<file path="config.mk">
export PLATFORM = sky130hd
export DESIGN_NAME = tic_top
export DESIGN_NICKNAME = d
export VERILOG_FILES = /design/src/shared/tic_pkg.sv /design/src/logic/tic_top.sv /design/src/logic/tic_edge.sv
export VERILOG_INCLUDE_DIRS = /design/src /design/src/shared
export SDC_FILE = /design/constraint.sdc
export NUM_CORES = 1
export LEC_CHECK = 0
export ABC_CLOCK_PERIOD_IN_PS = 2800
export BUFFER_PORTS_ARGS = -buffer_cell sky130_fd_sc_hd__buf_2
export CORE_ASPECT_RATIO = 1.5
export CORE_MARGIN = 2
export CORE_UTILIZATION = 60
export CTS_BUF_LIST = sky130_fd_sc_hd__clkbuf_4 sky130_fd_sc_hd__clkbuf_8 sky130_fd_sc_hd__clkbuf_16
export DETAILED_ROUTE_END_ITERATION = 6
export GPL_TIMING_DRIVEN = 0
export HOLD_SLACK_MARGIN = 0.06
export PLACE_DENSITY = 0.88
export SLEW_MARGIN = 20
export SYNTH_ARGS = -nofsm -noshare
export SYNTH_HDL_FRONTEND = slang
export SYNTH_HIERARCHICAL = 1
export SYNTH_SLANG_ARGS = --single-unit
</file>
<file path="constraint.sdc">
create_clock -name mclk -period 2.8 [get_ports mclk]
set_input_delay 0.14 -clock mclk [delete_from_list [all_inputs] [get_ports mclk]]
set_output_delay 0.14 -clock mclk [all_outputs]
set_load 0.01 [all_outputs]
</file>
<file path="src/shared/tic_map.svh">
// register map, field positions, reset values and constants of the
// input capture timer; assumes byte addresses on a 32-bit wishbone bus
`ifndef TIC_MAP_SVH
`define TIC_MAP_SVH

// register byte offsets
`define TIC_OFS_CTRL   8'h00
`define TIC_OFS_COUNT  8'h04
`define TIC_OFS_CAPT   8'h08
`define TIC_OFS_CORE   8'h0C

// timer control register field positions
`define TIC_B_RUN      0
`define TIC_B_EDGE     1
`define TIC_B_EDGE2    2
`define TIC_B_PND      3
`define TIC_B_MASK     4
`define TIC_B_MODE     5
`define TIC_CTRL_W     7

// reset values and counter constants
`define TIC_RST_CTRL   7'h00
`define TIC_RST_CNT    16'h0000
`define TIC_ALL_ONES   16'hFFFF
`define TIC_ZERO       16'h0000
`define TIC_ONE        16'h0001

`endif

</file>
<file path="src/shared/tic_pkg.sv">
// types of the input capture timer: modes, difference states and the
// packed control register; assumes tic_map.svh is on the include path
package tic_pkg;

	// timer operating modes
	typedef enum logic [1:0] {
		TIC_MODE_PWM,
		TIC_MODE_EVENT,
		TIC_MODE_CAPT,
		TIC_MODE_DIFF
	} tic_mode_e;

	// difference capture sequencer
	typedef enum logic {
		TIC_ARM,
		TIC_RUN
	} tic_diff_e;

	// timer control register, bit 0 lowest
	typedef struct packed {
		tic_mode_e mode;
		logic      mask;
		logic      pnd;
		logic      edge2;
		logic      edge1;
		logic      run;
	} tic_ctrl_s;

endpackage

</file>
<file path="src/logic/tic_top.sv">
// input capture and difference capture timer with a wishbone slave
// assumes a classic wishbone master and a capture pin synchronous to mclk
// Operation
// - capture mode decrements the count every clock at once, no start command
// - selected pin edge copies the count into the capture/reload register
// - interrupt request only while mask bit and global enable are both set
// - capture modes keep capture pending and underflow pending flags
// - interrupt requested as a level for as long as a pending flag stays set
// - capture and underflow in one cycle set both flags
// - in capture modes the run bit never starts or stops the counter
// - edge select bit picks rising or falling pin transitions
// - edge select change applies to later edges without leaving the mode
// - difference mode offers four first-to-second edge pairings
// - after first edge an up-counter steps once per clock
// - second edge stops the up-counter and stores elapsed count
// - difference mode sets both pending flags like capture mode
// - capture pending flag sits at bit 3 of the control register
// - outside capture modes the run bit starts and stops the timer
//
// Decided for this implementation: the Wishbone slave port and the register addresses.
`timescale 1ns/1ps
`default_nettype none
`include "tic_map.svh"

module tic_top
	import tic_pkg::*;
(
	input  wire logic        mclk,                    // 100 MHz clock
	input  wire logic        rst_n,                   // async reset, low
	input  wire logic        wb_cyc_i,                // bus cycle
	input  wire logic        wb_stb_i,                // bus strobe
	input  wire logic        wb_we_i,                 // write enable
	input  wire logic [3:0]  wb_sel_i,                // byte lanes
	input  wire logic [7:0]  wb_adr_i,                // byte address
	input  wire logic [31:0] wb_dat_i,                // write data
	input  wire logic        capture_input_pin,       // measured signal
	output logic             wb_ack_o,                // bus acknowledge
	output logic      [31:0] wb_dat_o,                // read data
	output logic             timer_interrupt_request  // request to core
);

	logic        rst_q1;
	logic        rst_s_n;
	tic_ctrl_s   ctrl;
	logic [15:0] count_register;
	logic [15:0] capture_reload_register;
	logic        global_int_en;
	tic_diff_e   dstate;
	logic        rise;
	logic        fall;

	// reset release through two flip-flops
	always_ff @(posedge mclk or negedge rst_n)
	begin
		if (!rst_n)
		begin
			rst_q1  <= 1'b0;
			rst_s_n <= 1'b0;
		end
		else
		begin
			rst_q1  <= 1'b1;
			rst_s_n <= rst_q1;
		end
	end

	tic_edge u_edge (
		.mclk    (mclk),
		.rst_s_n (rst_s_n),
		.pin     (capture_input_pin),
		.rise    (rise),
		.fall    (fall)
	);

	// bus decode; a write lands on the edge where ack is sampled
	wire       req     = wb_cyc_i & wb_stb_i;
	wire [7:0] adr_w   = {wb_adr_i[7:2], 2'b00};
	wire       hit_ctl = adr_w == `TIC_OFS_CTRL;
	wire       hit_cnt = adr_w == `TIC_OFS_COUNT;
	wire       hit_cap = adr_w == `TIC_OFS_CAPT;
	wire       hit_cor = adr_w == `TIC_OFS_CORE;
	wire       wr_go   = req & wb_we_i & wb_ack_o;
	wire       wr_ctrl = wr_go & hit_ctl & wb_sel_i[0];
	wire       wr_gie  = wr_go & hit_cor & wb_sel_i[0];
	wire       wr_cnt  = wr_go & hit_cnt & (|wb_sel_i[1:0]);
	wire       wr_cap  = wr_go & hit_cap & (|wb_sel_i[1:0]);

	// byte-lane merge of 16-bit writes
	wire [15:0] cnt_wdat = {wb_sel_i[1] ? wb_dat_i[15:8] : count_register[15:8],
		wb_sel_i[0] ? wb_dat_i[7:0] : count_register[7:0]};
	wire [15:0] cap_wdat = {wb_sel_i[1] ? wb_dat_i[15:8]
		: capture_reload_register[15:8],
		wb_sel_i[0] ? wb_dat_i[7:0] : capture_reload_register[7:0]};
	wire tic_ctrl_s ctrl_wdat = tic_ctrl_s'(wb_dat_i[`TIC_CTRL_W-1:0]);

	// mode decode
	wire in_capt  = ctrl.mode == TIC_MODE_CAPT;
	wire in_diff  = ctrl.mode == TIC_MODE_DIFF;
	wire in_pwm   = ctrl.mode == TIC_MODE_PWM;
	wire in_event = ctrl.mode == TIC_MODE_EVENT;

	// edge selection, polarity read live each cycle
	wire cap_edge = ctrl.edge1 ? fall : rise;
	wire sec_edge = ctrl.edge2 ? fall : rise;
	wire first_go = in_diff & (dstate == TIC_ARM) & cap_edge;
	wire diff_run = in_diff & (dstate == TIC_RUN);
	wire sec_go   = diff_run & sec_edge;

	// events: capture, wrap of down or up count, reload underflow
	wire at_zero  = count_register == `TIC_ZERO;
	wire dn_uf    = in_capt & at_zero;
	wire up_uf    = diff_run & ~sec_edge
		& (count_register == `TIC_ALL_ONES);
	wire rl_step  = (in_pwm & ctrl.run)
		| (in_event & ctrl.run & cap_edge);
	wire rl_uf    = rl_step & at_zero;
	wire capt_ev  = (in_capt & cap_edge) | sec_go;
	wire uf_ev    = dn_uf | up_uf;
	wire pnd_ev   = capt_ev | rl_uf;

	// next count value; a software load wins over counting
	logic [15:0] next_count;
	always_comb
	begin
		next_count = count_register;
		if (wr_cnt)
			next_count = cnt_wdat;
		else if (in_capt)
			next_count = 16'(count_register - `TIC_ONE);
		else if (first_go)
			next_count = `TIC_ZERO;
		else if (diff_run & ~sec_edge)
			next_count = 16'(count_register + `TIC_ONE);
		else if (rl_uf)
			next_count = capture_reload_register;
		else if (rl_step)
			next_count = 16'(count_register - `TIC_ONE);
	end

	// next control value; hardware setting a flag beats a clear
	tic_ctrl_s next_ctrl;
	always_comb
	begin
		next_ctrl = wr_ctrl ? ctrl_wdat : ctrl;
		next_ctrl.pnd = next_ctrl.pnd | pnd_ev;
		next_ctrl.run = next_ctrl.run | uf_ev;
	end

	// difference sequencer: wait first edge, count, stop on second
	tic_diff_e next_dstate;
	always_comb
	begin
		next_dstate = dstate;
		if (!in_diff)
			next_dstate = TIC_ARM;
		else if (first_go)
			next_dstate = TIC_RUN;
		else if (sec_go)
			next_dstate = TIC_ARM;
	end

	// interrupt level, gated by mask and global enable
	wire flag_any = ctrl.pnd | ((in_capt | in_diff) & ctrl.run);
	wire next_irq = ctrl.mask & global_int_en & flag_any;

	// read mux, unmapped offsets read zero
	wire [31:0] rd_ctl = {{(32-`TIC_CTRL_W){1'b0}}, ctrl};
	wire [31:0] rd_cnt = {16'h0000, count_register};
	wire [31:0] rd_cap = {16'h0000, capture_reload_register};
	wire [31:0] rd_cor = {31'h00000000, global_int_en};
	wire [31:0] rdata  = hit_ctl ? rd_ctl : hit_cnt ? rd_cnt
		: hit_cap ? rd_cap : hit_cor ? rd_cor : 32'h00000000;

	// timer state registers
	always_ff @(posedge mclk or negedge rst_s_n)
	begin
		if (!rst_s_n)
		begin
			ctrl           <= tic_ctrl_s'(`TIC_RST_CTRL);
			count_register <= `TIC_RST_CNT;
			dstate         <= TIC_ARM;
		end
		else
		begin
			ctrl           <= next_ctrl;
			count_register <= next_count;
			dstate         <= next_dstate;
		end
	end

	// capture register; a hardware capture beats a software write
	always_ff @(posedge mclk or negedge rst_s_n)
	begin
		if (!rst_s_n)
			capture_reload_register <= `TIC_RST_CNT;
		else if (capt_ev)
			capture_reload_register <= count_register;
		else if (wr_cap)
			capture_reload_register <= cap_wdat;
	end

	// global enable and interrupt output
	always_ff @(posedge mclk or negedge rst_s_n)
	begin
		if (!rst_s_n)
		begin
			global_int_en           <= 1'b0;
			timer_interrupt_request <= 1'b0;
		end
		else
		begin
			global_int_en           <= wr_gie ? wb_dat_i[0] : global_int_en;
			timer_interrupt_request <= next_irq;
		end
	end

	// wishbone answer one cycle after the request, dropped after one
	always_ff @(posedge mclk or negedge rst_s_n)
	begin
		if (!rst_s_n)
		begin
			wb_ack_o <= 1'b0;
			wb_dat_o <= 32'h00000000;
		end
		else
		begin
			wb_ack_o <= req & ~wb_ack_o;
			wb_dat_o <= (req & ~wb_ack_o) ? rdata : wb_dat_o;
		end
	end
endmodule
`default_nettype wire

</file>
<file path="src/logic/tic_edge.sv">
// transition detector for the capture input pin
// assumes the pin is synchronous to mclk and reset is already synchronised
`timescale 1ns/1ps
`default_nettype none

module tic_edge
	import tic_pkg::*;
(
	input  wire logic mclk,     // timer clock
	input  wire logic rst_s_n,  // synchronised reset, active low
	input  wire logic pin,      // capture input pin level
	output logic      rise,     // pin went low to high this cycle
	output logic      fall      // pin went high to low this cycle
);

	logic pin_q;

	// previous pin level, idles high like a pulled-up input
	always_ff @(posedge mclk or negedge rst_s_n)
	begin
		if (!rst_s_n)
			pin_q <= 1'b1;
		else
			pin_q <= pin;
	end

	// transitions against the previous sample
	assign rise = pin & ~pin_q;
	assign fall = ~pin & pin_q;

endmodule
`default_nettype wire

</file>
==> results.py <==
metrics = {
    "status": {
        "status": "completed",
    },
    "routing": {
        "antenna_left": 0,
        "drc": 0,
        "wl_per_cell_um": 19.5,
        "drt_pass1_iterations": 6,
        "drt_iter0_drc": 391,
        "via_per_inst": 6.24,
        "vias": 3884,
        "wirelength_mm": 12.1,
    },
    "sta": {
        "timing.fmax_mhz": 393,
        "timing.final.crit_share": 0.908,
        "hold_viol_final": 0,
        "rsz0062_at_grt": "false",
        "worst_slew_pin_slew_ps": 767,
        "setup_violations": 0,
        "fin_skew_ps": 7.02,
        "slew_viol_final": 0,
        "slew_headroom": 0.483,
        "fin_crit_ps": 2540,
        "setup_tns_ps": 0,
    },
    "floorplan": {
        "die_h_um": 104,
        "initial_utilization": 0.621,
        "io_pins": 84,
        "fp.dieW_um": 70.9,
        "rows": 36,
        "coreArea_um2": 6490,
        "die_area_um2": 7400,
    },
    "synth": {
        "synth_xor_area_frac": 0.0348,
        "synth_top_family_by_area": "simple AND/OR/NAND/NOR gates",
        "seq_area_frac_synth": 0.386,
        "synth_adder_area_share": 0.00932,
        "synth_top_cell_by_area": "dfrtp_1",
        "netlist.area_leader.share": 0.379,
        "synth.avg_cell_area_um2": 8.83,
        "synth.distinct_cells": 66,
        "muxShareOfSynthArea": 0.0718,
        "yosysWarnings": 6,
        "synth_flop_cell": "dfrtp_1",
        "synthSimpleGateAreaFrac": 0.213,
        "synthesis.area_um2": 4030,
        "synth_compound_area_frac": 0.200,
        "async_flop_share": 1.00,
        "synthTopCellsByArea": "dfrtp_1 (38%), nand2_1 (5.7%), mux2i_1 (5.2%)",
        "syn-instance-count": 456,
        "ys_ff_latch": 62,
        "synth_edf_count": 0,
    },
    "clock_tree": {
        "cts_resized": 0,
        "cts_buffer_depth": 2,
        "path_clk_slew_ps": 70,
        "clk_latency_ps": 360,
        "cts.sink_count": 62,
        "htreeDepth": 3,
        "cts_tree": "yes",
        "clock_tree.root_cell": "clkbuf_8",
        "cts_inserted_buffers": 9,
    },
    "pwr": {
        "ir_drop_v": 0.000462,
        "power_w": 0.00317,
        "p_per_area_nw_per_um2": 666,
        "leakagePower_nw": 2.13,
    },
    "worst_setup_path": {
        "ff2ff_path_depth": 9,
        "crit_slowest_cell": "dfrtp_1",
        "r2r_start": "count_register[0]$_DFFE_PN0P_",
        "crit_path_max_fanout": 10,
        "reg2reg_slack_ps": 260,
        "worstPathCellList": "inv_1 > ha_1 > nor3b_1 > nand4_1 > a2111o_1 > buf_6 > buf_2 > o2111ai_1 > a31oi_1",
        "worst-setup-path-type": "flop to flop",
        "cp-start-kind": "flop",
        "r2r_end": "count_register[6]$_DFFE_PN0P_",
        "worstSetupEndpointType": "flop",
        "slowest_delay_ps": 470,
        "path_buf_inv": 3,
        "critPathRequiredTime_ps": 3010,
        "path_delay_family": "compound AO/OA/AOI/OAI gates",
        "arrival_ps": 2750,
    },
    "global_routing": {
        "grt-ovfl-total": 0,
        "grt_pass1_wl_mm": 19.7,
        "grt_pass1_vias": 3787,
        "grt_max_degree": 38,
        "antenna_found_initial": 0,
        "gr-usage-all-layers": 0.346,
    },
    "finish": {
        "drive_above_1_share": 0.222,
        "final_common_cell": "nand2_1",
        "final_cell_mix": "nand2_1 (61), dfrtp_1 (60), buf_2 (59)",
        "antenna_cells": 0,
        "fin_nets": 594,
        "syn_to_final_growth_pct": 18.0,
    },
    "placement": {
        "place_hpwl_mm": 8.93,
        "gp_congestion": 0.942,
        "io_buffers": 47,
    },
    "flow_run": {
        "maxCapViolations": 0,
    },
    "hold_path": {
        "min_path_cells": 2,
        "hold_path_class": "input pin to flop",
        "min_delay_worst_endpoint": "ctrl[5]$_DFFE_PN0P_",
        "hold_start": "wb_dat_i[5]",
    },
}
[Yosys cell counts, types with 3 or more instances]
master / number
dfrtp_1: 61
a31o_1: 3
a31oi_1: 15
a222oi_1: 6
inv_1: 7
and3_1: 4
buf_4: 16
or4_1: 3
ha_1: 3
or3_1: 6
and4_1: 5
nand4_1: 8
nor2b_1: 3
xor2_1: 8
xnor2_1: 8
mux2i_1: 21
buf_6: 4
nand3_1: 16
o211ai_1: 4
o2111ai_1: 3
clkbuf_1: 21
a22o_1: 4
o221ai_1: 6
nand2_1: 61
nor2_1: 29
buf_2: 12
mux2_2: 7
a22oi_1: 9
and2_1: 3
o21ai_0: 34
nor3_1: 4
o21ai_1: 10
a21oi_1: 10
[cells by family (layout without fill, tap and decap cells)]
kind of cell,count (synthesis),count (layout)
multiplexers,28,28
flip-flops,62,62
XOR/XNOR,16,16
other,2,17
AO/OA/AOI/OAI,120,120
buffers and inverters,61,136
adder cells (fa/ha/maj),3,3
AND/OR/NAND/NOR,164,164
[registers in the layout (all words and copies together), names as in the netlist]
register                 count
count_register              16
ctrl                         7
rst_s_n                      1
wb_ack_o                     1
global_int_en                1
capture_reload_register     16
rst_q1                       1
u_edge/pin_q                 1
dstate                       1
timer_interrupt_request      1
wb_dat_o                    16
[per-layer routing]
layer / up-vias / global-route usage / part of all wire
met4: 0 / 0.202 / 0.053
met3: 47 / 0.0591 / 0.071
met1: 1831 / 0.408 / 0.37
li1: 1800 / - / -
met2: 206 / 0.581 / 0.51
met5: - / 0 / 0
[worst reg2reg max path, stage by stage, from the launching register on]
cell,delay (ps)
dfrtp_1,470
inv_1,170
ha_1,170
nor3b_1,220
nand4_1,170
a2111o_1,410
buf_6,190
buf_2,200
o2111ai_1,260
a31oi_1,130
[through the flow]
stage / area [um2] / hold WS [ps] / worst slack [ps] / util / cells
3_5_place_dp: 4440 / -74.5 / 302 / 0.684 / 595
6_report: 4750 / 65.1 / 257 / 0.733 / 622
5_1_grt: 4750 / 86.2 / 92.6 / 0.733 / 622
3_3_place_gp: 4410 / -76.2 / 326 / 0.681 / 594
4_1_cts: 4750 / 63.8 / 274 / 0.733 / 622
2_1_floorplan: 4080 / -156 / 632 / - / 471
[worst max-delay path by stage]
stage | start | cells past startpoint | to
final | count_register[0]$_DFFE_PN0P_ | 9 | count_register[6]$_DFFE_PN0P_
after detailed placement | count_register[0]$_DFFE_PN0P_ | 9 | count_register[6]$_DFFE_PN0P_
after floorplan | count_register[0]$_DFFE_PN0P_ | 7 | count_register[10]$_DFFE_PN0P_
after global routing | count_register[0]$_DFFE_PN0P_ | 9 | count_register[6]$_DFFE_PN0P_
after CTS | count_register[0]$_DFFE_PN0P_ | 9 | count_register[6]$_DFFE_PN0P_
after global placement | rst_s_n$_DFF_PN0_ | 0 | capture_reload_register[9]$_DFFE_PN0P_
[where the power goes]
group | switching [W] | internal [W]
clock | 0.000354 | 0.000465
combinational | 0.000674 | 0.000501
sequential | 0.000148 | 0.00103
[layout make-up]
type	instances	area (um2)
multi-input combinational	348	2200
fill	497	1730
sequential	62	1560
timing repair buffer	59	365
buffer	54	309
clock buffer	12	159
tap	76	95.1
clock inverter	4	45.0
inverter	7	26.3
[timing repair]
item | CTS | global route
hold buffers | 11 | 0
buffers inserted | 0 | 0
hold endpoints to repair | 12 | 0
Power figures use the tool's default switching activity.
